### config.mk
export PLATFORM = sky130hd
export DESIGN_NAME = coupler_glue
export DESIGN_NICKNAME = d
export VERILOG_FILES = /design/src/coupler_pkg.sv /design/src/relay_if.sv /design/src/relay_pulser.sv /design/src/coupler_glue.sv
export SDC_FILE = /design/constraint.sdc
export NUM_CORES = 1
export LEC_CHECK = 0
export BUFFER_PORTS_ARGS = -buffer_cell sky130_fd_sc_hd__buf_2
export CAP_MARGIN = 20
export CORE_ASPECT_RATIO = 1.5
export CORE_UTILIZATION = 52
export DETAILED_ROUTE_END_ITERATION = 16
export PLACE_DENSITY = 0.75
export SETUP_SLACK_MARGIN = 0.2
export SLEW_MARGIN = 10
export SYNTH_ARGS = -nofsm -noshare
export SYNTH_HDL_FRONTEND = slang
export SYNTH_SLANG_ARGS = --single-unit
### constraint.sdc
create_clock -name clk -period 2.25 [get_ports clk]
set_clock_uncertainty 0.15 [all_clocks]
set_input_delay 0.45 -clock clk [delete_from_list [all_inputs] [get_ports clk]]
set_output_delay 0.45 -clock clk [all_outputs]
set_load 0.02 [all_outputs]
### src/coupler_pkg.sv
// Purpose: shared constants for the coupler glue logic
// Assumes: 125 MHz system clock
// Notes: memory map and pulse timing live here
package coupler_pkg;
   // ----------------------------------------
   // memory map
   // ----------------------------------------
   localparam logic [15:0] PROG_BASE = 16'h0000; // program memory, 32 kbyte
   localparam logic [15:0] PROG_SIZE_M1 = 16'h7FFF;
   localparam logic [15:0] RAM_BASE = 16'h8000; // data ram, 8 kbyte
   localparam logic [15:0] RAM_SIZE_M1 = 16'h1FFF;
   localparam logic [15:0] FREQ_ADDR = 16'hA000; // frequency byte read port
   localparam logic [15:0] WDOG_ADDR = 16'hA001; // watchdog clear by write
   // ----------------------------------------
   // timing
   // ----------------------------------------
   localparam int CLK_MHZ = 125;
   localparam int PULSE_US = 10; // relay pulse width in microseconds
   localparam int PULSE_CYC = PULSE_US * CLK_MHZ;
   localparam int WDOG_COUNT = 1024; // frequency clock edges before expiry
   // ----------------------------------------
   // relay pulse states
   // ----------------------------------------
   typedef enum logic [1:0]
   {
      P_IDLE = 2'b00,
      P_COIL_A = 2'b01,
      P_COIL_B = 2'b10
   } pulse_state_t;
endpackage

### src/relay_if.sv
// Purpose: request and pulse bundle between top and relay driver
// Assumes: single clock
// Notes: one instance per latching relay
`timescale 1ns/10ps
interface relay_if;
   logic req_a; // request coil a pulse
   logic req_b; // request coil b pulse
   logic coil_a; // coil a drive, active high
   logic coil_b; // coil b drive, active high
   logic busy; // pulse in progress
   modport ctrl (output req_a, output req_b, input coil_a, input coil_b, input busy);
   modport drv (input req_a, input req_b, output coil_a, output coil_b, output busy);
endinterface

### src/relay_pulser.sv
// Purpose: one latching relay coil pulse generator
// Assumes: requests are one-cycle or level, taken only when idle
// Notes: coil a wins if both requested together
`timescale 1ns/10ps
module relay_pulser
   import coupler_pkg::*;
#(
   parameter int PULSE_CYCLES = PULSE_CYC
)
(
   input wire logic clk, // system clock
   input wire logic rstn, // sync reset, active low
   input wire logic ce, // clock enable
   relay_if.drv rif // request and coil bundle
);
   initial
   begin
      if (PULSE_CYCLES < 1 || PULSE_CYCLES > 65535)
         $error("pulse width out of range");
   end
   pulse_state_t state_reg; // current coil
   logic [15:0] cnt_reg; // cycles left in pulse
   // ----------------------------------------
   // pulse sequencer
   // ----------------------------------------
   // requests during a pulse are dropped so both coils never overlap
   always_ff @(posedge clk)
   begin
      if (!rstn)
      begin
         state_reg <= P_IDLE;
         cnt_reg <= 16'h0000;
      end
      else if (ce)
      begin
         case (state_reg)
            P_IDLE:
            begin
               if (rif.req_a) // see [RULE22]
               begin
                  state_reg <= P_COIL_A;
                  cnt_reg <= 16'(PULSE_CYCLES - 1);
               end
               else if (rif.req_b)
               begin
                  state_reg <= P_COIL_B;
                  cnt_reg <= 16'(PULSE_CYCLES - 1);
               end
            end
            P_COIL_A, P_COIL_B:
            begin
               if (cnt_reg == 16'h0000)
                  state_reg <= P_IDLE;
               else
                  cnt_reg <= cnt_reg - 16'h0001;
            end
            default:
               state_reg <= P_IDLE;
         endcase
      end
   end
   // coils decoded from one state, hence mutually exclusive
   assign rif.coil_a = (state_reg == P_COIL_A); // see [RULE3]
   assign rif.coil_b = (state_reg == P_COIL_B); // see [RULE22]
   assign rif.busy = (state_reg != P_IDLE);
   no_overlap_a: assert property (@(posedge clk) disable iff (!rstn)
      !(rif.coil_a && rif.coil_b)) else $error("both coils driven"); // see [RULE22]
endmodule

### src/coupler_glue.sv
// Purpose: glue logic around the coupler microcontroller
// Assumes: bus strobes, talk key and frequency bus arrive asynchronously
// Notes: relay outputs are pulses, coil switches are levels
`timescale 1ns/10ps
// How it works
// [RULE1] whip select: one low pulse, then high
// [RULE2] dipole select: one low pulse, then high
// [RULE3] select lines idle inactive between commands
// [RULE4] coil bypass set: one positive pulse
// [RULE5] coil bypass clear: one positive pulse
// [RULE6] shunt cap connect/disconnect positive pulses
// [RULE7] coil switches are levels, high bypasses
// [RULE8] latch low address, join high byte
// [RULE9] capture on falling address strobe
// [RULE10] controller drives low and high address bytes
// [RULE11] decode address with strobes to selects
// [RULE12] program region up to 32 kbyte
// [RULE13] data ram region up to 8 kbyte
// [RULE14] interrupt on every talk key change
// [RULE15] deserialize frequency bytes, interrupt each byte
// [RULE16] watchdog counts frequency clocks, resets processor
// [RULE17] remote may expire watchdog deliberately
// [RULE18] all logic on one system clock
// [RULE19] read strobe low throughout reads
// [RULE20] write strobe low throughout writes
// [RULE21] watchdog count and pulse width parameters
// [RULE22] no overlapping coils, requests after pulse
module coupler_glue
   import coupler_pkg::*;
#(
   parameter int PULSE_CYCLES = PULSE_CYC, // see [RULE21]
   parameter int WDOG_LIMIT = WDOG_COUNT, // see [RULE21]
   parameter int NSW = 12 // static coil switch count
)
(
   input wire logic clk, // system clock, see [RULE18]
   input wire logic rstn, // sync reset, active low
   input wire logic ce, // clock enable
   input wire logic ale, // address latch strobe pin
   input wire logic rd_n, // read strobe pin, active low
   input wire logic wr_n, // write strobe pin, active low
   input wire logic [7:0] muxed_addr_data_bus, // shared low address and data
   input wire logic [7:0] high_address_lines, // high address byte
   output logic [7:0] bus_rd_data, // read data toward processor
   output logic bus_rd_oe, // high while driving data lines
   output logic [15:0] full_addr, // latched 16-bit address
   output logic prog_cs_n, // program memory select
   output logic ram_cs_n, // data ram select
   output logic freq_cs_n, // frequency port select
   input wire logic talk_key_line, // talk key from radio
   output logic talk_irq_n, // talk key change interrupt
   input wire logic freq_clk, // frequency bus clock pin
   input wire logic freq_data, // frequency bus data pin
   output logic freq_irq_n, // new byte interrupt
   output logic cpu_reset, // watchdog reset to processor
   input wire logic irq_ack, // processor clears both interrupts
   input wire logic whip_req, // select whip path
   input wire logic dipole_req, // select dipole path
   input wire logic coil1_bypass_req, // bypass first coil
   input wire logic coil1_insert_req, // insert first coil
   input wire logic cap_on_req, // connect shunt cap
   input wire logic cap_off_req, // disconnect shunt cap
   input wire logic [NSW-1:0] sw_bypass, // static switch settings
   output logic whip_sel_n, // antenna_select_relay whip coil
   output logic dipole_sel_n, // antenna_select_relay dipole coil
   output logic coil1_bypass_set_pulse, // coil1_bypass_relay set
   output logic coil1_bypass_clear_pulse, // coil1_bypass_relay reset
   output logic shunt_cap_connect_pulse, // shunt_cap_relay set
   output logic shunt_cap_disconnect_pulse, // shunt_cap_relay reset
   output logic [NSW-1:0] sw_level // coil switch levels
);
   initial
   begin
      if (WDOG_LIMIT < 2 || WDOG_LIMIT > 65535)
         $error("watchdog limit out of range");
      if (NSW < 1)
         $error("switch count out of range");
   end
   // ----------------------------------------
   // pin synchronisers
   // ----------------------------------------
   logic [5:0] sync1_reg; // first stage, read only by stage two
   logic [5:0] sync2_reg; // second stage
   logic [5:0] last_reg; // previous synced value, for edges
   always_ff @(posedge clk)
   begin
      if (!rstn)
      begin
         // strobe idles low, the rest idle high: no false edge after reset
         sync1_reg <= 6'h1F;
         sync2_reg <= 6'h1F;
         last_reg <= 6'h1F;
      end
      else if (ce)
      begin
         sync1_reg <= {ale, rd_n, wr_n, talk_key_line, freq_clk, freq_data};
         sync2_reg <= sync1_reg;
         last_reg <= sync2_reg;
      end
   end
   logic ale_fall; // address strobe falling edge
   logic rd_s; // read active, synced
   logic wr_fall; // write strobe start
   logic talk_chg; // talk key changed
   logic fclk_rise; // frequency clock rising edge
   assign ale_fall = last_reg[5] && !sync2_reg[5];
   assign rd_s = !sync2_reg[4];
   assign wr_fall = last_reg[3] && !sync2_reg[3];
   assign talk_chg = last_reg[2] != sync2_reg[2];
   assign fclk_rise = !last_reg[1] && sync2_reg[1];
   // ----------------------------------------
   // address latch
   // ----------------------------------------
   // address pins get two flops as well, so they line up with the synced strobe
   logic [15:0] addr_s1_reg; // first stage, read only by stage two
   logic [15:0] addr_s2_reg; // second stage
   always_ff @(posedge clk)
   begin
      if (!rstn)
      begin
         addr_s1_reg <= 16'h0000;
         addr_s2_reg <= 16'h0000;
      end
      else if (ce)
      begin
         addr_s1_reg <= {high_address_lines, muxed_addr_data_bus};
         addr_s2_reg <= addr_s1_reg;
      end
   end
   // limitation: the controller must hold the low byte a few cycles past the fall
   always_ff @(posedge clk)
   begin
      if (!rstn)
         full_addr <= 16'h0000;
      else if (ce && ale_fall) // see [RULE9]
         full_addr <= addr_s2_reg; // see [RULE8]
   end
   // ----------------------------------------
   // decoder
   // ----------------------------------------
   logic in_prog; // address in program region
   logic in_ram; // address in ram region
   assign in_prog = (full_addr & ~PROG_SIZE_M1) == PROG_BASE; // see [RULE12]
   assign in_ram = (full_addr & ~RAM_SIZE_M1) == RAM_BASE; // see [RULE13]
   always_ff @(posedge clk)
   begin
      if (!rstn)
      begin
         prog_cs_n <= 1'b1;
         ram_cs_n <= 1'b1;
         freq_cs_n <= 1'b1;
      end
      else if (ce)
      begin
         // strobes gate the selects so idle bus cycles select nothing
         prog_cs_n <= !(in_prog && rd_s); // see [RULE11]
         ram_cs_n <= !(in_ram && (rd_s || !sync2_reg[3])); // see [RULE11]
         freq_cs_n <= !(full_addr == FREQ_ADDR && rd_s); // see [RULE19]
      end
   end
   // ----------------------------------------
   // frequency bus reader
   // ----------------------------------------
   logic [7:0] shift_reg; // incoming bits, msb first
   logic [2:0] bit_reg; // bits collected
   logic [7:0] fbyte_reg; // last completed byte
   logic byte_done; // byte completes this cycle
   assign byte_done = fclk_rise && bit_reg == 3'h7;
   always_ff @(posedge clk)
   begin
      if (!rstn)
      begin
         shift_reg <= 8'h00;
         bit_reg <= 3'h0;
         fbyte_reg <= 8'h00;
      end
      else if (ce && fclk_rise)
      begin
         shift_reg <= {shift_reg[6:0], sync2_reg[0]}; // see [RULE15]
         bit_reg <= bit_reg + 3'h1;
         if (bit_reg == 3'h7)
            fbyte_reg <= {shift_reg[6:0], sync2_reg[0]};
      end
   end
   // read data driven only while read strobe low and port selected
   always_ff @(posedge clk)
   begin
      if (!rstn)
      begin
         bus_rd_data <= 8'h00;
         bus_rd_oe <= 1'b0;
      end
      else if (ce)
      begin
         bus_rd_data <= fbyte_reg; // see [RULE15]
         bus_rd_oe <= rd_s && full_addr == FREQ_ADDR; // see [RULE19]
      end
   end
   // ----------------------------------------
   // interrupts
   // ----------------------------------------
   // set wins over ack so an edge in the ack cycle is kept
   always_ff @(posedge clk)
   begin
      if (!rstn)
      begin
         talk_irq_n <= 1'b1;
         freq_irq_n <= 1'b1;
      end
      else if (ce)
      begin
         if (talk_chg) // see [RULE14]
            talk_irq_n <= 1'b0;
         else if (irq_ack)
            talk_irq_n <= 1'b1;
         if (byte_done) // see [RULE15]
            freq_irq_n <= 1'b0;
         else if (irq_ack)
            freq_irq_n <= 1'b1;
      end
   end
   // ----------------------------------------
   // watchdog
   // ----------------------------------------
   logic [15:0] wd_reg; // frequency clocks since clear
   logic wd_clr; // software clear by write
   assign wd_clr = wr_fall && full_addr == WDOG_ADDR;
   always_ff @(posedge clk)
   begin
      if (!rstn)
      begin
         wd_reg <= 16'h0000;
         cpu_reset <= 1'b0;
      end
      else if (ce)
      begin
         // remote side may run clocks on purpose to force expiry
         if (wd_clr) // see [RULE17]
         begin
            wd_reg <= 16'h0000;
            cpu_reset <= 1'b0;
         end
         else if (fclk_rise && wd_reg != 16'(WDOG_LIMIT))
            wd_reg <= wd_reg + 16'h0001; // see [RULE16]
         else if (wd_reg == 16'(WDOG_LIMIT))
            cpu_reset <= 1'b1; // see [RULE16]
      end
   end
   // ----------------------------------------
   // relays
   // ----------------------------------------
   relay_if ant_if();
   relay_if coil_if();
   relay_if cap_if();
   assign ant_if.req_a = whip_req; // see [RULE1]
   assign ant_if.req_b = dipole_req; // see [RULE2]
   assign coil_if.req_a = coil1_bypass_req; // see [RULE4]
   assign coil_if.req_b = coil1_insert_req; // see [RULE5]
   assign cap_if.req_a = cap_on_req; // see [RULE6]
   assign cap_if.req_b = cap_off_req; // see [RULE6]
   relay_pulser #(.PULSE_CYCLES(PULSE_CYCLES)) ant_u (.clk(clk), .rstn(rstn), .ce(ce),
      .rif(ant_if));
   relay_pulser #(.PULSE_CYCLES(PULSE_CYCLES)) coil_u (.clk(clk), .rstn(rstn), .ce(ce),
      .rif(coil_if));
   relay_pulser #(.PULSE_CYCLES(PULSE_CYCLES)) cap_u (.clk(clk), .rstn(rstn), .ce(ce),
      .rif(cap_if));
   // registered outputs; selects idle high between pulses
   always_ff @(posedge clk)
   begin
      if (!rstn)
      begin
         whip_sel_n <= 1'b1;
         dipole_sel_n <= 1'b1;
         coil1_bypass_set_pulse <= 1'b0;
         coil1_bypass_clear_pulse <= 1'b0;
         shunt_cap_connect_pulse <= 1'b0;
         shunt_cap_disconnect_pulse <= 1'b0;
      end
      else if (ce)
      begin
         whip_sel_n <= !ant_if.coil_a; // see [RULE1]
         dipole_sel_n <= !ant_if.coil_b; // see [RULE3]
         coil1_bypass_set_pulse <= coil_if.coil_a; // see [RULE4]
         coil1_bypass_clear_pulse <= coil_if.coil_b; // see [RULE5]
         shunt_cap_connect_pulse <= cap_if.coil_a; // see [RULE6]
         shunt_cap_disconnect_pulse <= cap_if.coil_b; // see [RULE6]
      end
   end
   // static switches, one flop per bit
   genvar gi;
   generate
      for (gi = 0; gi < NSW; gi++)
      begin : g_sw
         always_ff @(posedge clk)
         begin
            if (!rstn)
               sw_level[gi] <= 1'b0;
            else if (ce)
               sw_level[gi] <= sw_bypass[gi]; // see [RULE7]
         end
      end
   endgenerate
   // ----------------------------------------
   // checks
   // ----------------------------------------
   sel_excl_a: assert property (@(posedge clk) disable iff (!rstn)
      !(!whip_sel_n && !dipole_sel_n)) else $error("both selects low"); // see [RULE3]
   talk_irq_a: assert property (@(posedge clk) disable iff (!rstn)
      (ce && talk_chg) |=> !talk_irq_n) else $error("talk irq missed"); // see [RULE14]
   freq_irq_a: assert property (@(posedge clk) disable iff (!rstn)
      (ce && byte_done) |=> !freq_irq_n) else $error("byte irq missed"); // see [RULE15]
   addr_latch_a: assert property (@(posedge clk) disable iff (!rstn)
      (ce && ale_fall) |=> full_addr == $past(addr_s2_reg))
      else $error("low address not latched"); // see [RULE8]
   wd_fire_a: assert property (@(posedge clk) disable iff (!rstn)
      (ce && wd_reg == 16'(WDOG_LIMIT) && !wd_clr) |=> cpu_reset)
      else $error("watchdog did not fire"); // see [RULE16]
   cap_excl_a: assert property (@(posedge clk) disable iff (!rstn)
      !(shunt_cap_connect_pulse && shunt_cap_disconnect_pulse))
      else $error("cap coils overlap"); // see [RULE22]
   coil_excl_a: assert property (@(posedge clk) disable iff (!rstn)
      !(coil1_bypass_set_pulse && coil1_bypass_clear_pulse))
      else $error("coil relay overlap"); // see [RULE22]
   whip_pulse_a: assert property (@(posedge clk) disable iff (!rstn)
      (ce && ant_if.coil_a) |=> !whip_sel_n) else $error("whip pulse missing"); // see [RULE1]
   whip_c: cover property (@(posedge clk) $fell(whip_sel_n));
   reset_c: cover property (@(posedge clk) $rose(cpu_reset));
   byte_c: cover property (@(posedge clk) $fell(freq_irq_n));
endmodule

# Word-level counts from Yosys, hierarchy flattened
# Cells that the tools add are included.
[totals] ff_bits=187 in_bits=44 output_inout_bits=49 word_cells=151
[op_classes] addsub=5 eq_ne=23 mux=32 n_reduce_logical=49
[op_table] op="two-way mux 16 bit" n=11
[op_table] op="case mux 16 bit (2 select lines)" n=3
[op_table] op="zero test 16 bit" n=4
[op_table] op="subtractor 16 x 1 -> 16 bit (second input constant)" n=3
[op_table] op="== test 16 bit (second input constant)" n=2
[op_table] op="two-way mux 2 bit" n=9
[op_table] op="adder 16 x 1 -> 16 bit (second input constant)" n=1
[op_table] op="== test 16 x 11 -> 1 bit (second input constant)" n=1
[op_table] op="!= test 16 x 11 -> 1 bit (second input constant)" n=1
[op_table] op="nonzero test 2 bit" n=7
[op_table] op="case mux 2 bit (2 select lines)" n=3
[op_table] op="AND reduction 3 bit" n=4
[op_table] op="AND reduction 4 bit" n=3
[op_table] op="logical AND 1 bit" n=11
[op_table] op="zero test 1 bit" n=9
[op_table] op="!= test 3 bit (second input constant)" n=3
[op_table] op="!= test 2 bit (second input constant)" n=4
[op_table] op="AND reduction 2 bit" n=4
[op_table] op="== test 2 x 1 -> 1 bit (second input constant)" n=3
[op_table] op="== test 2 bit (second input constant)" n=3
[op_table] op="== test 3 bit (second input constant)" n=2
[op_table] op="zero test 2 bit" n=3
[op_table] op="two-way mux 1 bit" n=6
[op_table] op="!= test 2 x 1 -> 1 bit (second input constant)" n=3
[op_table] op="other kinds (4)" n=6

# Depth between registers and ports, before layout
[logic_depth] word_depth=5 mapped_depth=8 mapped_depth_nobuf=7

# By module
# A second synthesis with hierarchy kept.
[hier_totals] hier_cells=881 hier_area_um2=8439.3
[by_module_without_submodules] mod="coupler_glue" instances=1 cells_per_inst=545 area_each_um2=5353.9 seq_area_each_um2=2622.5
[by_module_without_submodules] mod="relay_pulser" instances=3 cells_per_inst=112 area_each_um2=1028.5 seq_area_each_um2=360.3

# Least setup slack after synthesis
# Ideal clock, no wire load.
[synth_path] kind="flip-flop to flip-flop" startpoint="reg ant_u.cnt_reg[7]" endpoint="reg ant_u.cnt_reg[5]" setup_time_ns=0.116 arrival_time_ns=2.166 required_ns=1.984 path_slack_ns=-0.182 path_stages_with_launch=8 n_path_buf=2 period_less_slack_ns=2.432 path_cell_list="dfxtp_1 -> or4_1 -> buf_2 -> or3_1 -> buf_2 -> o2111a_1 -> a311o_1 -> o211a_1"
[synth_via] elab_chain_len=3
[synth_rtl] item="start: declaration" line_no="relay_pulser.sv:22" rtl="logic [15:0] cnt_reg;"
[synth_rtl] item="start signal: assignment" line_no="relay_pulser.sv:42" rtl="cnt_reg <= 16'(PULSE_CYCLES - 1);"
[synth_rtl] item="start signal: assignment" line_no="relay_pulser.sv:47" rtl="cnt_reg <= 16'(PULSE_CYCLES - 1);"
[synth_rtl] item="start signal: assignment" line_no="relay_pulser.sv:55" rtl="cnt_reg <= cnt_reg - 16'h0001;"
[synth_rtl] item="zero test 16 bit" line_no="relay_pulser.sv:52" rtl="if (cnt_reg == 16'h0000)"
[synth_rtl] item="!= test 2 bit (no line)"
[synth_rtl] item="AND reduction 4 bit (no line)"
# Every way passes these cells.
# A chain may end at the register's enable or synchronous reset.

# Worst setup path after layout
[layout_path] startpoint="reg ant_u.cnt_reg[2]" endpoint="reg ant_u.cnt_reg[5]"
[layout_via] elab_chain_len=3 elab_cells_between_ends=6 classes_between="add/sub (1); eq/ne (1); mux (2); reduce/logical (2)"
[layout_rtl] item="subtractor 16 x 1 -> 16 bit / zero test 16 bit (equally long branches)" line_no="relay_pulser.sv:55, relay_pulser.sv:52"
[layout_rtl] item="two-way mux 16 bit / != test 2 bit (equally long branches)"
[layout_rtl] item="case mux 16 bit (2 select lines) / AND reduction 4 bit (equally long branches)"
# Several ways; a longest one is shown, not always the timed one. The select of a mux whose other input is x is not followed.

==> results.ini <==
[placement]
placed_area_um2 = 8880
place.gp.congestion = 0.860
hpwlAfterDp_um = 12100
dp.cells = 1172
place_ws_ns = 0.0147
io_buffer_count = 92

[global_routing]
grt_pass1_vias = 6365
grt_pass1_wl_um = 29100
grt_max_degree = 91
grt.overflow.total = 0
grtUsageTotal = 0.234
antenna_found_initial = 0

[job]
maxCapViolCount = 0

[logic_synthesis]
synth_cells = 878
synth_mux_area_frac = 0.0988
ys_seq_area_frac = 0.475
synthSimpleGateAreaFrac = 0.222
synth_top_family_by_area = simple AND/OR/NAND/NOR gates
synth_nets = 938
synth_edf_count = 0
yosysUniqueCellTypes = 50
ys_ff_latch = 185
synth_ff_type = dfxtp_1
synth_xor_area_frac = 0.0449
synthArstFlopShare = 0
synth_compound_area_frac = 0.102
syn_area_per_cell_um2 = 8.89
synthAdderAreaFrac = 0.0257
synth_warnings = 0
netlist_area_um2 = 7800

[worst_setup_path]
worstSetupPathType = reg2reg
cp.arrival_ns = 2.34
endpoint_kind = register
timing.rr.start = ant_u.cnt_reg[2]
worstPathMaxFanout = 2
cp-startpoint = ant_u.cnt_reg[2]
critical-path-max-stage-delay_ns = 0.55
cp_cell_sequence = or4_4 -> or3_4 -> o2111a_1 -> a311o_1 -> o211a_1
crit_slowest_cell = or4_4
start_kind = register
required_ns = 2.43

[timing]
report.final.slew_viol_count = 0
rsz0062_at_grt = yes
period_minus_slack_ns = 2.16
max_freq_mhz = 463
setup_slack_ns = 0.0901
setup_viol = 0
fin_tns_setup_ns = 0
finalHoldViolCount = 0
worst_pin_slew_ns = 0.628
finalCritPeriodShare = 0.960
relSlewSlack = 0.581
hold_slack_ns = 0.0835

[worst_hold_path]
hold_start = wr_n
hold_class = in2reg

[route]
vias = 6660
via_per_inst = 5.45
wire_per_inst_um = 14.6
drc = 0
routed_wl_um = 17800
drtIter0Drc = 267
ant_nets = 0
first_pass_iters = 4

[power]
vdd_drop_max_uv = 551
power.density_nw_per_um2 = 903
leakagePower_nw = 4.09
finalPower_mw = 8.95

[die]
die_h_um = 152
die-area_um2 = 15500
fp.coreArea_um2 = 14600
die_w_um = 102
io_pins = 93
start_util = 0.535
rows = 54

[clock_network]
cts_root_buf = clkbuf_16
tritoncts = done
numCtsBuffers = 17
ctsHoldBuffers = 0
htreeDepth = 4
clockBufferDepth = 2
cts.sinks = 185
path_clk_slew_ns = 0.08
clk_latency_ns = 0.43

[layout]
diodes = 0
postLayoutCellArea_um2 = 9910
final_cells = 1223
fin_util = 0.679
fin_nets = 1074
syn_to_final_growth_pct = 27.0
drive_gt1_frac = 0.265

[run_status]
status = finished clean

[critical path: cells and delay by family, from the launching register on]
kind	cells	cell delay, ns
AND/OR/NAND/NOR	2	0.94
AO/OA/AOI/OAI	3	0.67
flip-flops	1	0.31
[cell families after synthesis]
group / count (synthesis)
AND/OR/NAND/NOR: 364
multiplexers: 77
XOR/XNOR: 40
buffers and inverters: 66
adder cells (fa/ha/maj): 16
AO/OA/AOI/OAI: 130
flip-flops: 185
[layer usage]
layer	wire length, µm	GRT usage	share of wire
met1	7550	0.281	0.42
met2	8810	0.388	0.49
met5	0	0	0
met3	864	0.0543	0.048
met4	595	0.112	0.033
[layout make-up]
class / instances / area (µm²)
Fill cell: 1203 / 4680
Multi-Input combinational cell: 627 / 4220
Sequential cell: 185 / 3730
Timing Repair Buffer: 161 / 1020
Clock buffer: 17 / 425
Tap cell: 196 / 245
Clock inverter: 15 / 184
Inverter: 22 / 86.3
[layout by cell type (no fill, tap or decap), drive strengths merged, types with 21 or more instances in the layout]
| cell type | instances |
|---|---|
| a21oi | 62 |
| o21ai | 24 |
| nand4 | 21 |
| mux2i | 77 |
| buf | 161 |
| dfxtp | 185 |
| nand2 | 109 |
| nor2 | 119 |
| inv | 27 |
| xor2 | 33 |
[report_power, final]
group | leakage [nW] | internal [mW] | switching [mW]
sequential | 1.51 | 3.50 | 0.217
combinational | 2.29 | 1.07 | 1.14
clock | 0.288 | 1.60 | 1.43
total | 4.09 | 6.17 | 2.79
[timing repair]
| item | in CTS | in global routing |
|---|---|---|
| setup endpoints to repair | 27 | 50 |
| setup buffers | 4 | 15 |
| pin swaps | 7 | 26 |
| gates resized for setup | 22 | 51 |
[synth_stat cells (16+ instances only)]
| library cell | instances | area (µm²) |
|---|---|---|
| xor2_1 | 33 | 289 |
| clkbuf_1 | 37 | 139 |
| mux2i_1 | 77 | 771 |
| nor3_1 | 16 | 80.1 |
| o21ai_0 | 24 | 120 |
| nor2_1 | 119 | 447 |
| nand2_1 | 109 | 409 |
| ha_1 | 16 | 200 |
| inv_1 | 22 | 82.6 |
| nand3_1 | 18 | 90.1 |
| a21oi_1 | 62 | 310 |
| nand4_1 | 21 | 131 |
| dfxtp_1 | 185 | 3700 |
[final timing paths]
path | slack [ns] | cells after the start | end
setup / recovery | 0.09 | 5 | ant_u.cnt_reg[5]
hold / removal | 0.08 | 3 | sync1_reg[3]
setup reg to reg | 0.09 | 5 | ant_u.cnt_reg[5]
hold reg to reg | 0.30 | 2 | full_addr[1]
No activity file was read; power rests on OpenSTA's default activity.
